## config.mk

```make
export PLATFORM = sky130hd
export DESIGN_NAME = nvcfg_top
export DESIGN_NICKNAME = d
export VERILOG_FILES = /design/src/rtl/nvcfg_top.v
export VERILOG_INCLUDE_DIRS = /design/src /design/src/rtl
export SDC_FILE = /design/constraint.sdc
export NUM_CORES = 1
export LEC_CHECK = 0
export ABC_AREA = 1
export ABC_CLOCK_PERIOD_IN_PS = 6200
export BUFFER_PORTS_ARGS = -buffer_cell sky130_fd_sc_hd__buf_2
export CORE_ASPECT_RATIO = 0.75
export CORE_MARGIN = 4
export CORE_UTILIZATION = 60
export CTS_BUF_LIST = sky130_fd_sc_hd__clkbuf_4
export DETAILED_ROUTE_END_ITERATION = 8
export PLACE_DENSITY = 0.88
export REMOVE_ABC_BUFFERS = 1
export SLEW_MARGIN = 20
export SYNTH_ARGS = -nofsm -noshare
export SYNTH_HDL_FRONTEND = slang
export SYNTH_SLANG_ARGS = --single-unit
```

## constraint.sdc

```tcl
create_clock -name i_ref_clk -period 6.2 [get_ports i_ref_clk]
set_clock_uncertainty 0.2 [all_clocks]
set_input_delay 0.31 -clock i_ref_clk [delete_from_list [all_inputs] [get_ports i_ref_clk]]
set_output_delay 0.31 -clock i_ref_clk [all_outputs]
set_load 0.03 [all_outputs]
```

## src/rtl/nvcfg_defines.vh

```
`ifndef NVCFG_DEFINES_VH
`define NVCFG_DEFINES_VH

// Register indices; byte address is four times the index
`define NVCFG_IDX_STATUS   8'h70
`define NVCFG_IDX_CFG0     8'h73
`define NVCFG_IDX_CFG1     8'h74
`define NVCFG_IDX_CKSUM    8'h75
`define NVCFG_IDX_CTRL     8'h76

// Status and control field positions
`define NVCFG_ST_TALLY_HI  7
`define NVCFG_ST_TALLY_LO  2
`define NVCFG_ST_CORR      1
`define NVCFG_ST_PERMIT    0
`define NVCFG_CTRL_FNS     0

// Checksum parameters
`define NVCFG_CRC_POLY     8'h2f
`define NVCFG_CRC_INIT     8'hff
`define NVCFG_CRC_XOR      8'hff

// Reset values and tally limit
`define NVCFG_CFG0_RST     8'h00
`define NVCFG_CFG1_RST     8'h00
`define NVCFG_TALLY_MAX    6'h3f

// Timing
`define NVCFG_CLK_NS       10
`define NVCFG_PROG_NS      10000
`define NVCFG_RESTORE_NS   50000
`define NVCFG_PROG_CYC     ((`NVCFG_PROG_NS+`NVCFG_CLK_NS-1)/`NVCFG_CLK_NS)
`define NVCFG_RESTORE_CYC  ((`NVCFG_RESTORE_NS+`NVCFG_CLK_NS-1)/`NVCFG_CLK_NS)

// AXI responses
`define NVCFG_RESP_OKAY    2'b00
`define NVCFG_RESP_SLVERR  2'b10

`endif

```

## src/rtl/nvcfg_top.v

```verilog
`timescale 1ns/1ps
`include "nvcfg_defines.vh"
// Summary of operation
// RL1 - Config change only when forced-normal select and program permit both 1.
// RL2 - Forced-normal: watchdog off, all regulators on, transceiver active.
// RL3 - After factory restore, issue system reset and return to forced-normal.
// RL4 - Host first writes new configuration bytes to locations 73h and 74h.
// RL5 - Host then confirms by writing the correct checksum.
// RL6 - Valid checksum starts cell programming immediately.
// RL7 - Wrong checksum aborts; stored cells stay unchanged.
// RL8 - Successful programming ends with a system reset.
// RL9 - No valid read of cell contents while programming.
// RL10 - After programming, cells are write-protected until factory restore.
// RL11 - Program permit bit shows whether cells may be reprogrammed.
// RL12 - Rewrite tally counts reprogrammings, saturating at all ones.
// RL13 - Rewrite tally also counts each factory restore.
// RL14 - Saturated tally never blocks reprogramming.
// RL15 - Corrected-bit flag set on single-bit correction in cell contents.
// RL16 - Multi-bit failure: no restart after a programming cycle.
// RL17 - Host should read corrected-bit flag at end of production.
// RL18 - Checksum: 8-bit over 73h then 74h, poly 2Fh, init FFh, xor FFh.
// RL19 - Status at 70h: tally 7:2, corrected flag 1, permit 0.
// RL20 - Restore: reset pin low, bus lines pulled, held for restore delay.
// RL21 - Checksum write without permit or forced-normal is ignored.
// RL22 - Staged bytes without valid checksum never alter stored cells; bytes rewritten during programming are stored unchecked.
module nvcfg_top #(
    parameter RESTORE_CYC = `NVCFG_RESTORE_CYC
) (
    input  wire        i_ref_clk,
    input  wire        i_reset_out_low,
    input  wire [11:0] i_awaddr,
    input  wire        i_awvalid,
    output reg         o_awready,
    input  wire [31:0] i_wdata,
    input  wire [3:0]  i_wstrb,
    input  wire        i_wvalid,
    output reg         o_wready,
    output reg  [1:0]  o_bresp,
    output reg         o_bvalid,
    input  wire        i_bready,
    input  wire [11:0] i_araddr,
    input  wire        i_arvalid,
    output reg         o_arready,
    output reg  [31:0] o_rdata,
    output reg  [1:0]  o_rresp,
    output reg         o_rvalid,
    input  wire        i_rready,
    input  wire        i_restore_cond,
    input  wire        i_cell_err_single,
    input  wire        i_cell_err_multi,
    output reg         o_sys_reset,
    output reg         o_forced_normal,
    output reg         o_wdog_off,
    output reg         o_regs_on,
    output reg         o_xcvr_active,
    output reg  [7:0]  o_cfg0,
    output reg  [7:0]  o_cfg1
);

    //--------------------------------------------------------------
    // Constants and state
    //--------------------------------------------------------------
    localparam [1:0] ST_IDLE = 2'd0;
    localparam [1:0] ST_PROG = 2'd1;
    localparam [1:0] ST_RST  = 2'd2;
    localparam [1:0] ST_HALT = 2'd3;
    localparam [15:0] PROG_CYC = `NVCFG_PROG_CYC;
    localparam [15:0] REST_CYC = RESTORE_CYC;

    reg  [1:0]  state;
    reg  [15:0] prog_cnt;
    reg  [15:0] rest_cnt;
    reg         restored;
    reg  [7:0]  stage0;
    reg  [7:0]  stage1;
    reg  [7:0]  cksum;
    reg         fns;
    reg         permit;
    reg  [5:0]  tally;
    reg         corr_flag;
    reg  [11:0] aw_addr;
    reg  [31:0] w_data;
    reg  [3:0]  w_strb;
    reg         aw_full;
    reg         w_full;
    wire        do_write;
    wire [9:0]  w_idx;
    wire [9:0]  r_idx;
    wire        w_lane0;
    wire        ck_write;
    wire        ck_ok;
    wire        prog_open;
    wire        w_mapped;
    reg  [31:0] next_rdata;
    reg  [1:0]  next_rresp;

    //--------------------------------------------------------------
    // Checksum over the two staged bytes
    //--------------------------------------------------------------
    function [7:0] nvcfg_crc;
        input [7:0] b0;
        input [7:0] b1;
        reg   [7:0] c;
        reg   [7:0] d;
        integer     i;
        integer     j;
        begin
            c = `NVCFG_CRC_INIT;
            for (i = 0; i < 2; i = i + 1) begin
                d = ((i == 0) ? b0 : b1) ^ c;
                for (j = 0; j < 8; j = j + 1) begin
                    if (d[7])
                        d = {d[6:0], 1'b0} ^ `NVCFG_CRC_POLY;
                    else
                        d = {d[6:0], 1'b0};
                end
                c = d;
            end
            nvcfg_crc = c ^ `NVCFG_CRC_XOR;
        end
    endfunction

    //--------------------------------------------------------------
    // Write decode
    //--------------------------------------------------------------
    assign do_write  = aw_full && w_full && !o_bvalid;
    assign w_idx     = aw_addr[11:2];
    assign r_idx     = i_araddr[11:2];
    assign w_lane0   = w_strb[0];
    // Programming needs both forced-normal select and permit
    assign prog_open = fns && permit && (state == ST_IDLE); // [RL1]
    assign ck_write  = do_write && w_lane0
                       && (w_idx == {2'b00, `NVCFG_IDX_CKSUM});
    assign ck_ok     = (w_data[7:0] == nvcfg_crc(stage0, stage1)); // [RL18]
    assign w_mapped  = (w_idx == {2'b00, `NVCFG_IDX_STATUS})
                       || (w_idx == {2'b00, `NVCFG_IDX_CFG0})
                       || (w_idx == {2'b00, `NVCFG_IDX_CFG1})
                       || (w_idx == {2'b00, `NVCFG_IDX_CKSUM})
                       || (w_idx == {2'b00, `NVCFG_IDX_CTRL});

    //--------------------------------------------------------------
    // Write channel: address and data taken in either order
    //--------------------------------------------------------------
    always @(posedge i_ref_clk) begin
        if (!i_reset_out_low) begin
            aw_full   <= 1'b0;
            w_full    <= 1'b0;
            aw_addr   <= 12'h000;
            w_data    <= 32'h00000000;
            w_strb    <= 4'h0;
            o_awready <= 1'b1;
            o_wready  <= 1'b1;
            o_bvalid  <= 1'b0;
            o_bresp   <= `NVCFG_RESP_OKAY;
        end else begin
            if (i_awvalid && o_awready) begin
                aw_addr   <= i_awaddr;
                aw_full   <= 1'b1;
                o_awready <= 1'b0;
            end
            if (i_wvalid && o_wready) begin
                w_data   <= i_wdata;
                w_strb   <= i_wstrb;
                w_full   <= 1'b1;
                o_wready <= 1'b0;
            end
            if (do_write) begin
                aw_full  <= 1'b0;
                w_full   <= 1'b0;
                o_bvalid <= 1'b1;
                o_bresp  <= w_mapped ? `NVCFG_RESP_OKAY
                                     : `NVCFG_RESP_SLVERR;
            end
            if (o_bvalid && i_bready) begin
                o_bvalid  <= 1'b0;
                o_awready <= 1'b1;
                o_wready  <= 1'b1;
            end
        end
    end

    //--------------------------------------------------------------
    // Software-visible registers
    //--------------------------------------------------------------
    always @(posedge i_ref_clk) begin
        if (!i_reset_out_low) begin
            stage0 <= `NVCFG_CFG0_RST;
            stage1 <= `NVCFG_CFG1_RST;
            cksum  <= 8'h00;
            fns    <= 1'b1;
        end else if (do_write && w_lane0) begin
            // Staging only; cells are loaded by the sequencer
            if (w_idx == {2'b00, `NVCFG_IDX_CFG0})
                stage0 <= w_data[7:0]; // [RL4] [RL22]
            if (w_idx == {2'b00, `NVCFG_IDX_CFG1})
                stage1 <= w_data[7:0]; // [RL4] [RL22]
            if (w_idx == {2'b00, `NVCFG_IDX_CKSUM})
                cksum <= w_data[7:0]; // [RL5]
            if (w_idx == {2'b00, `NVCFG_IDX_CTRL})
                fns <= w_data[`NVCFG_CTRL_FNS];
        end
    end

    //--------------------------------------------------------------
    // Restore condition timer
    //--------------------------------------------------------------
    always @(posedge i_ref_clk) begin
        if (!i_reset_out_low) begin
            rest_cnt <= 16'h0000;
            restored <= 1'b0;
        end else if (!i_restore_cond) begin
            rest_cnt <= 16'h0000;
            restored <= 1'b0;
        end else if (rest_cnt < REST_CYC) begin
            rest_cnt <= rest_cnt + 16'h0001; // [RL20]
        end else if (state == ST_IDLE) begin
            restored <= 1'b1;
        end
    end

    //--------------------------------------------------------------
    // Programming sequencer and cell storage
    //--------------------------------------------------------------
    always @(posedge i_ref_clk) begin
        if (!i_reset_out_low) begin
            state       <= ST_IDLE;
            prog_cnt    <= 16'h0000;
            permit      <= 1'b1;
            tally       <= 6'h00;
            o_cfg0      <= `NVCFG_CFG0_RST;
            o_cfg1      <= `NVCFG_CFG1_RST;
            o_sys_reset <= 1'b0;
        end else begin
            o_sys_reset <= 1'b0;
            case (state)
                ST_IDLE: begin
                    if (rest_cnt == REST_CYC && !restored) begin
                        o_cfg0 <= `NVCFG_CFG0_RST;
                        o_cfg1 <= `NVCFG_CFG1_RST;
                        permit <= 1'b1; // [RL3] [RL11]
                        if (tally != `NVCFG_TALLY_MAX)
                            tally <= tally + 6'h01; // [RL13]
                        state <= ST_RST;
                    end else if (ck_write && prog_open) begin // [RL21]
                        // Tally saturation does not gate this [RL14]
                        if (ck_ok) begin
                            prog_cnt <= 16'h0000;
                            state    <= ST_PROG; // [RL6]
                        end // Mismatch leaves cells as they are [RL7]
                    end
                end
                ST_PROG: begin
                    if (prog_cnt == PROG_CYC - 16'h0001) begin
                        o_cfg0 <= stage0;
                        o_cfg1 <= stage1;
                        permit <= 1'b0; // [RL10] [RL11]
                        if (tally != `NVCFG_TALLY_MAX)
                            tally <= tally + 6'h01; // [RL12]
                        state <= i_cell_err_multi ? ST_HALT
                                                  : ST_RST; // [RL16]
                    end else begin
                        prog_cnt <= prog_cnt + 16'h0001;
                    end
                end
                ST_RST: begin
                    o_sys_reset <= 1'b1; // [RL8] [RL3]
                    state       <= ST_IDLE;
                end
                ST_HALT: begin
                    state <= ST_HALT; // [RL16]
                end
                default: begin
                    state <= ST_IDLE;
                end
            endcase
        end
    end

    //--------------------------------------------------------------
    // Corrected-bit flag, sticky until power-on reset
    //--------------------------------------------------------------
    always @(posedge i_ref_clk) begin
        if (!i_reset_out_low)
            corr_flag <= 1'b0;
        else if (i_cell_err_single)
            corr_flag <= 1'b1; // [RL15] [RL17]
    end

    //--------------------------------------------------------------
    // Forced-normal mode outputs
    //--------------------------------------------------------------
    always @(posedge i_ref_clk) begin
        if (!i_reset_out_low) begin
            o_forced_normal <= 1'b1;
            o_wdog_off      <= 1'b1;
            o_regs_on       <= 1'b1;
            o_xcvr_active   <= 1'b1;
        end else begin
            o_forced_normal <= permit;
            o_wdog_off      <= permit; // [RL2]
            o_regs_on       <= permit; // [RL2]
            o_xcvr_active   <= permit; // [RL2]
        end
    end

    //--------------------------------------------------------------
    // Read data mux
    //--------------------------------------------------------------
    always @* begin
        next_rdata = 32'h00000000;
        next_rresp = `NVCFG_RESP_OKAY;
        case (r_idx)
            {2'b00, `NVCFG_IDX_STATUS}:
                next_rdata[7:0] = {tally, corr_flag, permit}; // [RL19]
            {2'b00, `NVCFG_IDX_CFG0}: begin
                if (state == ST_PROG)
                    next_rresp = `NVCFG_RESP_SLVERR; // [RL9]
                else
                    next_rdata[7:0] = o_cfg0;
            end
            {2'b00, `NVCFG_IDX_CFG1}: begin
                if (state == ST_PROG)
                    next_rresp = `NVCFG_RESP_SLVERR; // [RL9]
                else
                    next_rdata[7:0] = o_cfg1;
            end
            {2'b00, `NVCFG_IDX_CKSUM}:
                next_rdata[7:0] = cksum;
            {2'b00, `NVCFG_IDX_CTRL}:
                next_rdata[`NVCFG_CTRL_FNS] = fns;
            default:
                next_rresp = `NVCFG_RESP_SLVERR;
        endcase
    end

    //--------------------------------------------------------------
    // Read channel
    //--------------------------------------------------------------
    always @(posedge i_ref_clk) begin
        if (!i_reset_out_low) begin
            o_arready <= 1'b1;
            o_rvalid  <= 1'b0;
            o_rdata   <= 32'h00000000;
            o_rresp   <= `NVCFG_RESP_OKAY;
        end else if (i_arvalid && o_arready) begin
            o_arready <= 1'b0;
            o_rvalid  <= 1'b1;
            o_rdata   <= next_rdata;
            o_rresp   <= next_rresp;
        end else if (o_rvalid && i_rready) begin
            o_rvalid  <= 1'b0;
            o_arready <= 1'b1;
        end
    end

endmodule // nvcfg_top

```

==> results.md, run 1 <==
- Run status: finished clean
- DR vias: between 6000 and 7000
- Sum of negative setup slack: 0 ns
- WL final: between 15 and 20 mm
- Max IR drop VDD: 0.1706 mV
- H-tree Lvls: 4
- Vias in the first global route: 6029
- Design area: around 7700 µm²
- Port buffer count: 74
- Pwr per Cell Area: between 200 and 250 nW/µm²
- Final worst setup slack: between 2 and 3 ns
- Worst setup EP type: flip-flop
- Min Clock Period, post-route: ~3.3 ns
- # setup viols final: 0
- Number of synthesized flops with an enable pin: 0
- Clock Latency Late Sink: approximately 0.56 ns
- Clk root buf: clkbuf_4
- Tcrit/Tclk final: 0.5248
- Critical Path Start Type: flip-flop
- Max Cap Viol: 0
- Critical path peak fanout: 16
- Cell Chain, Critical Path: inv_2 > nand2_1 > nand2_1 > nand2_1 > nand2_1 > nand2_1 > nand3_2 > nand2_2 > nand2_1 > nand2_2 > nand2_1 > nand2_1 > nand2_2 > nand2_2 > nand2_1 > nand2_1 > nor2_1 > nor2_1 > nand3_2 > nand2_4 > nand2_4 > nand2_1 > a21oi_1
- Boundary Pins: about 130
- Slew @ Worst Pin: ~1.1 ns
- Most used DFF post-synth: dfxtp_1
- Largest net degree at the start of global routing: 65
- CTS max path bufs: 2
- Initial antenna violation count: 0
- Clock Sinks: approximately 120
- Initial Util: 0.6230
- Yosys top cell area share: 0.3543
- Clock buffer count from CTS: 17
- Final Max Slew Viols: 0
- Top-count cell post-synth: nand2_1
- Pre-antenna DRT Iters: 6
- Synthesis Warnings: 0
- Worst hold-check path type: input pin to flip-flop
- Area Growth Syn to Fin: 11.87%
- Syn avg cell area: about 7 µm²
- Multi-input logic area: ~3700 µm²
- Static leakage: between 3 and 4 nW
- Sequential fraction of the synthesis area: 0.3543
- Gate Count Post-Synth: between 900 and 1000
- Total gr overflow: 0
- Detail Placement HPWL: approximately 12 mm
- Unrepaired setup endpoints after global routing: false
- First-pass GRT wire length: ~29 mm
- Critical Path RT: around 6.4 ns
- Kind of critical path: flip-flop to flip-flop
- Diode count: 0
- Total power: approximately 1.6 mW
- Placed inst area: 7202 µm²
- Core area: roughly 11000 µm²
- FILL cells: around 900
- Synthesized cell area: 6894 µm²
- Worst Path Arrival: 3.47 ns
- Register bit total from synthesis: roughly 120
- Die Span Y: 100.8 µm
- Post-CTS sizing: 0
- Share of cells above drive strength 1: 0.1846
- Post-route ant nets: 0
- TritonCTS clock tree: yes
- Wirelength per Cell: around 14 µm
- # nets final: roughly 1200
- Critical path's slowest cell: dfxtp_1
- Die W: between 100 and 150 µm
- FF/Latch Area: 2442 µm²
- Yosys top cell by area: dfxtp_1
- CP max stage delay: a little under 0.6 ns
- Synth cell types: 41
- Max_slew headroom: 0.2736
- DIE AREA: 13290 µm²
- Starting DRC count in detailed routing: 845
- Leading post-synthesis cells by cell area: dfxtp_1 (35%), nand2_1 (10%), inv_1 (6.4%), nand3_1 (5.9%), nor2_1 (5.0%)
- Most common library cells after synthesis: nand2_1 (191), dfxtp_1 (122), inv_1 (117)
- Overall global routing resource usage: 0.2636
- Async set-reset flop share out of synthesis: 0
- Routability congestion estimate: 0.9124
- Final hold violation count: 0
- Reg clk slew, reported paths: about 0.13 ns
- DP Worst Slack: about 3.1 ns
- Fmax: roughly 310 MHz
- Core Rows: 33
- Avg Vias per Cell: around 5.5
- DR DRC count: 0
- Most common cell on crit path: nand2_1
-- where the power goes --
| part | switching (mW) | internal [mW] | leakage, nW |
|---|---|---|---|
| logic | 0.138 | 0.0539 | 2.11 |
| clock network | 0.340 | 0.206 | 0.138 |
| registers | 0.0141 | 0.806 | 0.991 |
-- flip-flops by register name, summed over array words and instances (netlist names), 2 cells and up --
register,count
aw_addr,10
stage0,8
rest_cnt,16
w_data,8
state,2
o_cfg1,8
tally,6
prog_cnt,16
cksum,8
stage1,8
o_cfg0,8
o_rdata,8
-- layer usage --
layer	up-vias	global-route usage	wire [µm]
met2	320	0.3945	7468
met1	3059	0.3815	8066
met5	-	0	0
met3	33	0.05489	1513
met4	0	0.08717	332
li1	3413	-	-
-- placed cells by master (no fill, tap or decap), drive strengths merged, types with 4 or more instances in the layout --
cell and n:
o21ai 43, a211oi 41, nor4 9, clkinvlp 4, or2 5, clkbuf 17, a21oi 76, nand4 12
a221oi 8, nor3 21, clkinv 7, dlygate4sd3 24, nand2 242, conb 26, ha 4, nand3 94
xor2 13, buf 76, o22ai 8, dfxtp 122, inv 135, nor2 92
-- cell families after synthesis --
group	after synthesis	synth area share
flops	122	0.3543
simple gates	481	0.3350
fa+ha+maj	4	0.007260
xor+xnor	14	0.01888
other cells	1	0.0005439
buf+inv	190	0.1221
compound gates	183	0.1619
-- path summary, 6_finish.rpt --
| check | end | slack (ns) | cells past startpoint | startpoint |
|---|---|---|---|---|
| min | o_arready$_SDFFE_PN1P_ | 0.04 | 2 | i_reset_out_low |
| max | prog_cnt[5]$_SDFFE_PN0P_ | 2.95 | 23 | stage0[7]$_SDFFE_PN0P_ |
| min reg2reg | rest_cnt[14]$_SDFFE_PN0N_ | 0.25 | 2 | rest_cnt[14]$_SDFFE_PN0N_ |
| max reg2reg | prog_cnt[5]$_SDFFE_PN0P_ | 2.95 | 23 | stage0[7]$_SDFFE_PN0P_ |
-- through the flow --
| step | cells | hold WS [ns] | util |
|---|---|---|---|
| after floorplan | 962 | 0.1789 | - |
| after global placement | 1178 | 0.2250 | 0.6508 |
| after detailed placement | 1178 | 0.2294 | 0.6508 |
| after CTS | 1234 | 0.01902 | 0.6970 |
| after global routing | 1234 | 0.08630 | 0.6970 |
| final | 1234 | 0.04441 | 0.6970 |
-- layout make-up --
| cell class | count | area share |
|---|---|---|
| inverters | 132 | 0.06424 |
| multi-input cells | 708 | 0.4802 |
| clock buffers | 17 | 0.01655 |
| well taps | 140 | 0.02271 |
| repair buffers | 100 | 0.08112 |
| clock inverters | 15 | 0.01849 |
| flip-flops and latches | 122 | 0.3167 |
-- repair_timing --
action,in CTS,in global routing
setup buffers,0,0
hold buffers,24,0
endpoints found under the hold margin,31,0
-- critical path, delay by kind of cell (launching register included) --
family	cells	cell delay, ns
DFF	1	0.59
AOI/OAI and AO/OA	1	0.06
buffers and inverters	1	0.10
and+or+nand+nor	21	2.14
Note: power is estimated with default switching activity, not from simulation.
==> inputs of run 2 (changes only) <==
ABC_CLOCK_PERIOD_IN_PS = 3200   (was 6200)
CORE_UTILIZATION = 58   (was 60)
PLACE_DENSITY = 0.85   (was 0.88)
clock period = 3.2 ns   (was 6.2 ns; I/O delays follow)
==> run 2 against run 1 <==
- clock-buffer cell count is 1 higher
- non-clock buffer count increased by 41
- sequential power increased by 94%
- clock power increased by 110%
- sequential share of layout area shrank 1.9 points
- first-iteration DRC count down 14%
- worst setup slack worse by 2.7 ns
- via count is 3.6% higher
- flip-flop and latch count did not move
- utilization grew 1.2 points
- combinational power up 120%
- register-to-register slack worse by 2.7 ns
- largest power group unchanged
==> results.md, run 2 (same netlist as run 1, synthesis figures left out) <==
- Final Non-Filler Cells: roughly 1300
- DIE AREA: 13710 µm²
- Final hold violation count: 0
- Final Max Slew Viols: 0
- # setup viols final: 0
- Combinational share of power: 0.135
- CTS max path bufs: 2
- Max IR drop VDD: approximately 0.38 mV
- Sum of negative setup slack: 0 ns
- Kind of critical path: flip-flop to flip-flop
- Static leakage: around 3.5 nW
- Min Clock Period, post-route: about 3 ns
- Max Cap Viol: 0
- Die Span Y: just over 100 µm
- Internal power: approximately 2.2 mW
- Die W: between 100 and 150 µm
- Starting DRC count in detailed routing: 726
- Reg clk slew, reported paths: between 0.1 and 0.15 ns
- Diode count: 0
- Post-route ant nets: 0
- Boundary Pins: 132
- Clock Sinks: ~120
- Clock Latency Late Sink: between 0.5 and 0.6 ns
- TritonCTS clock tree: yes
- Core Rows: 34
- Commonest non-fill, non-tap cell in the layout: nand2_1
- Avg Vias per Cell: approximately 5.4
- DR DRC count: 0
- Largest net degree at the start of global routing: between 40 and 50
- Clock share of power: 0.363
- Vias in the first global route: ~6400
- Top flop regs: prog_cnt (16), rest_cnt (16), aw_addr (10)
- Slew @ Worst Pin: between 0.9 and 1 ns
- First-pass GRT wire length: 30.35 mm
- Pre-antenna DRT Iters: 5
- Area Growth Syn to Fin: 19.36%
- Max_slew headroom: 0.3836
- Total gr overflow: 0
- Initial antenna violation count: 0
- Worst setup EP type: flip-flop
- Tcrit/Tclk final: 0.9349
- Sequential power share: 0.502
- Detail Placement HPWL: approximately 13 mm
- Total power: between 3 and 4 mW
- H-tree Lvls: 4
- Share of cells above drive strength 1: 0.2165
- Initial Util: 0.5936
- Sw Share: 0.3067
- Clock buffer count from CTS: 17
- WL final: between 15 and 20 mm
- Core area: between 10000 and 15000 µm²
- Overall global routing resource usage: 0.2743
- Port buffer count: 74
- Critical path peak fanout: 8
- Worst R2R Setup Slack: 0.21 ns
- Routability congestion estimate: ~0.9
- Pwr per Cell Area: approximately 380 nW/µm²
- DR vias: around 7100
- # nets final: about 1200
- Clk root buf: clkbuf_4
- Fmax: ~330 MHz
- Most frequent cells in the layout: nand2_1 (176), dfxtp_1 (116), inv_1 (115)
- Sw power: approximately 1000 µW
- Worst hold-check path type: input pin to flip-flop
- Worst Path Arrival: about 3.3 ns
- Wirelength per Cell: between 10 and 15 µm
- Run status: finished clean
- Placed cells: between 1000 and 1500
- Critical Path RT: between 3 and 4 ns
- Critical Path Start Type: flip-flop
-- run 2: changes by cell type in the layout (fill, tap and decap cells not counted), moves of 3 or more --
cell | previous run | this run
clkinvlp_4 | 4 | 0
dfxtp_1 | 122 | 116
buf_4 | 2 | 20
nand2_2 | 38 | 52
nand2_1 | 191 | 176
dlygate4sd3_1 | 24 | 47
dfxtp_2 | 0 | 6
clkinv_4 | 2 | 5
-- run 2: final timing paths --
| path | to | depth (start not counted) | start |
|---|---|---|---|
| max | prog_cnt[9]$_SDFFE_PN0P_ | 25 | stage0[7]$_SDFFE_PN0P_ |
| min reg2reg | rest_cnt[14]$_SDFFE_PN0N_ | 2 | rest_cnt[14]$_SDFFE_PN0N_ |
| max reg2reg | prog_cnt[9]$_SDFFE_PN0P_ | 25 | stage0[7]$_SDFFE_PN0P_ |
| min | o_rresp[1]$_SDFFE_PN0P_ | 5 | i_araddr[2] |
-- run 2: per-layer routing --
layer	up-vias	wire length, µm	part of all wire	global-route usage
met2	299	8674	0.46	0.4416
met1	3243	8252	0.44	0.3681
li1	3496	-	-	-
met5	-	0	0	0
met4	0	303	0.016	0.08696
met3	35	1632	0.087	0.06644
-- run 2: layout make-up --
class,count,area [µm²]
repair buffers,141,991.0
multi-input cells,709,3794
clock buffers,18,135.1
fillers,966,3385
clock inverters,14,161.4
flip-flops and latches,122,2450
well taps,162,202.7
inverters,132,495.5
-- run 2: critical path: stages, from the launching register on --
cell,delay [ns]
dfxtp_2,0.34
buf_4,0.15
inv_2,0.08
nand2_1,0.08
nand2_2,0.12
nand3_2,0.12
nand2_4,0.12
nand2_1,0.06
nand2_1,0.13
inv_1,0.07
nand2_2,0.08
nand2_1,0.06
nand2_2,0.11
nand2_4,0.08
inv_2,0.06
nand2_2,0.06
nand2_2,0.07
nand2_1,0.05
nand2_1,0.07
inv_2,0.04
nor2_2,0.10
nand3_2,0.13
nand2_4,0.20
buf_4,0.14
nand3_1,0.08
a21oi_2,0.14
-- run 2: power by group through the flow --
stage	Combinational, mW	Clock, mW	Sequential, mW
finish	0.428	1.15	1.59
global route	0.467	1.23	1.59
CTS	0.396	1.15	1.59
detailed placement	0.344	0	1.62
global placement	0.340	0	1.62
floorplan	0.209	0	1.64
-- run 2: per-stage QoR --
stage | hold WS, ns | util | setup WS, ns | cell area, µm²
2_1_floorplan | 0.02892 | - | 0.04089 | 6641
4_1_cts | 0.04208 | 0.6950 | 0.1282 | 8071
3_5_place_dp | 0.1862 | 0.6290 | 0.1623 | 7305
6_report | 0.06625 | 0.7086 | 0.2082 | 8229
3_3_place_gp | 0.1821 | 0.6290 | 0.2585 | 7305
5_1_grt | 0.07848 | 0.7086 | -0.01000 | 8229
-- run 2: what timing repair did --
| action | CTS | global route |
|---|---|---|
| gates resized for setup | 0 | 28 |
| setup buffers | 0 | 8 |
| hold buffers | 47 | 0 |
| endpoints found under the hold margin | 53 | 0 |
| setup endpoints to repair | 0 | 16 |
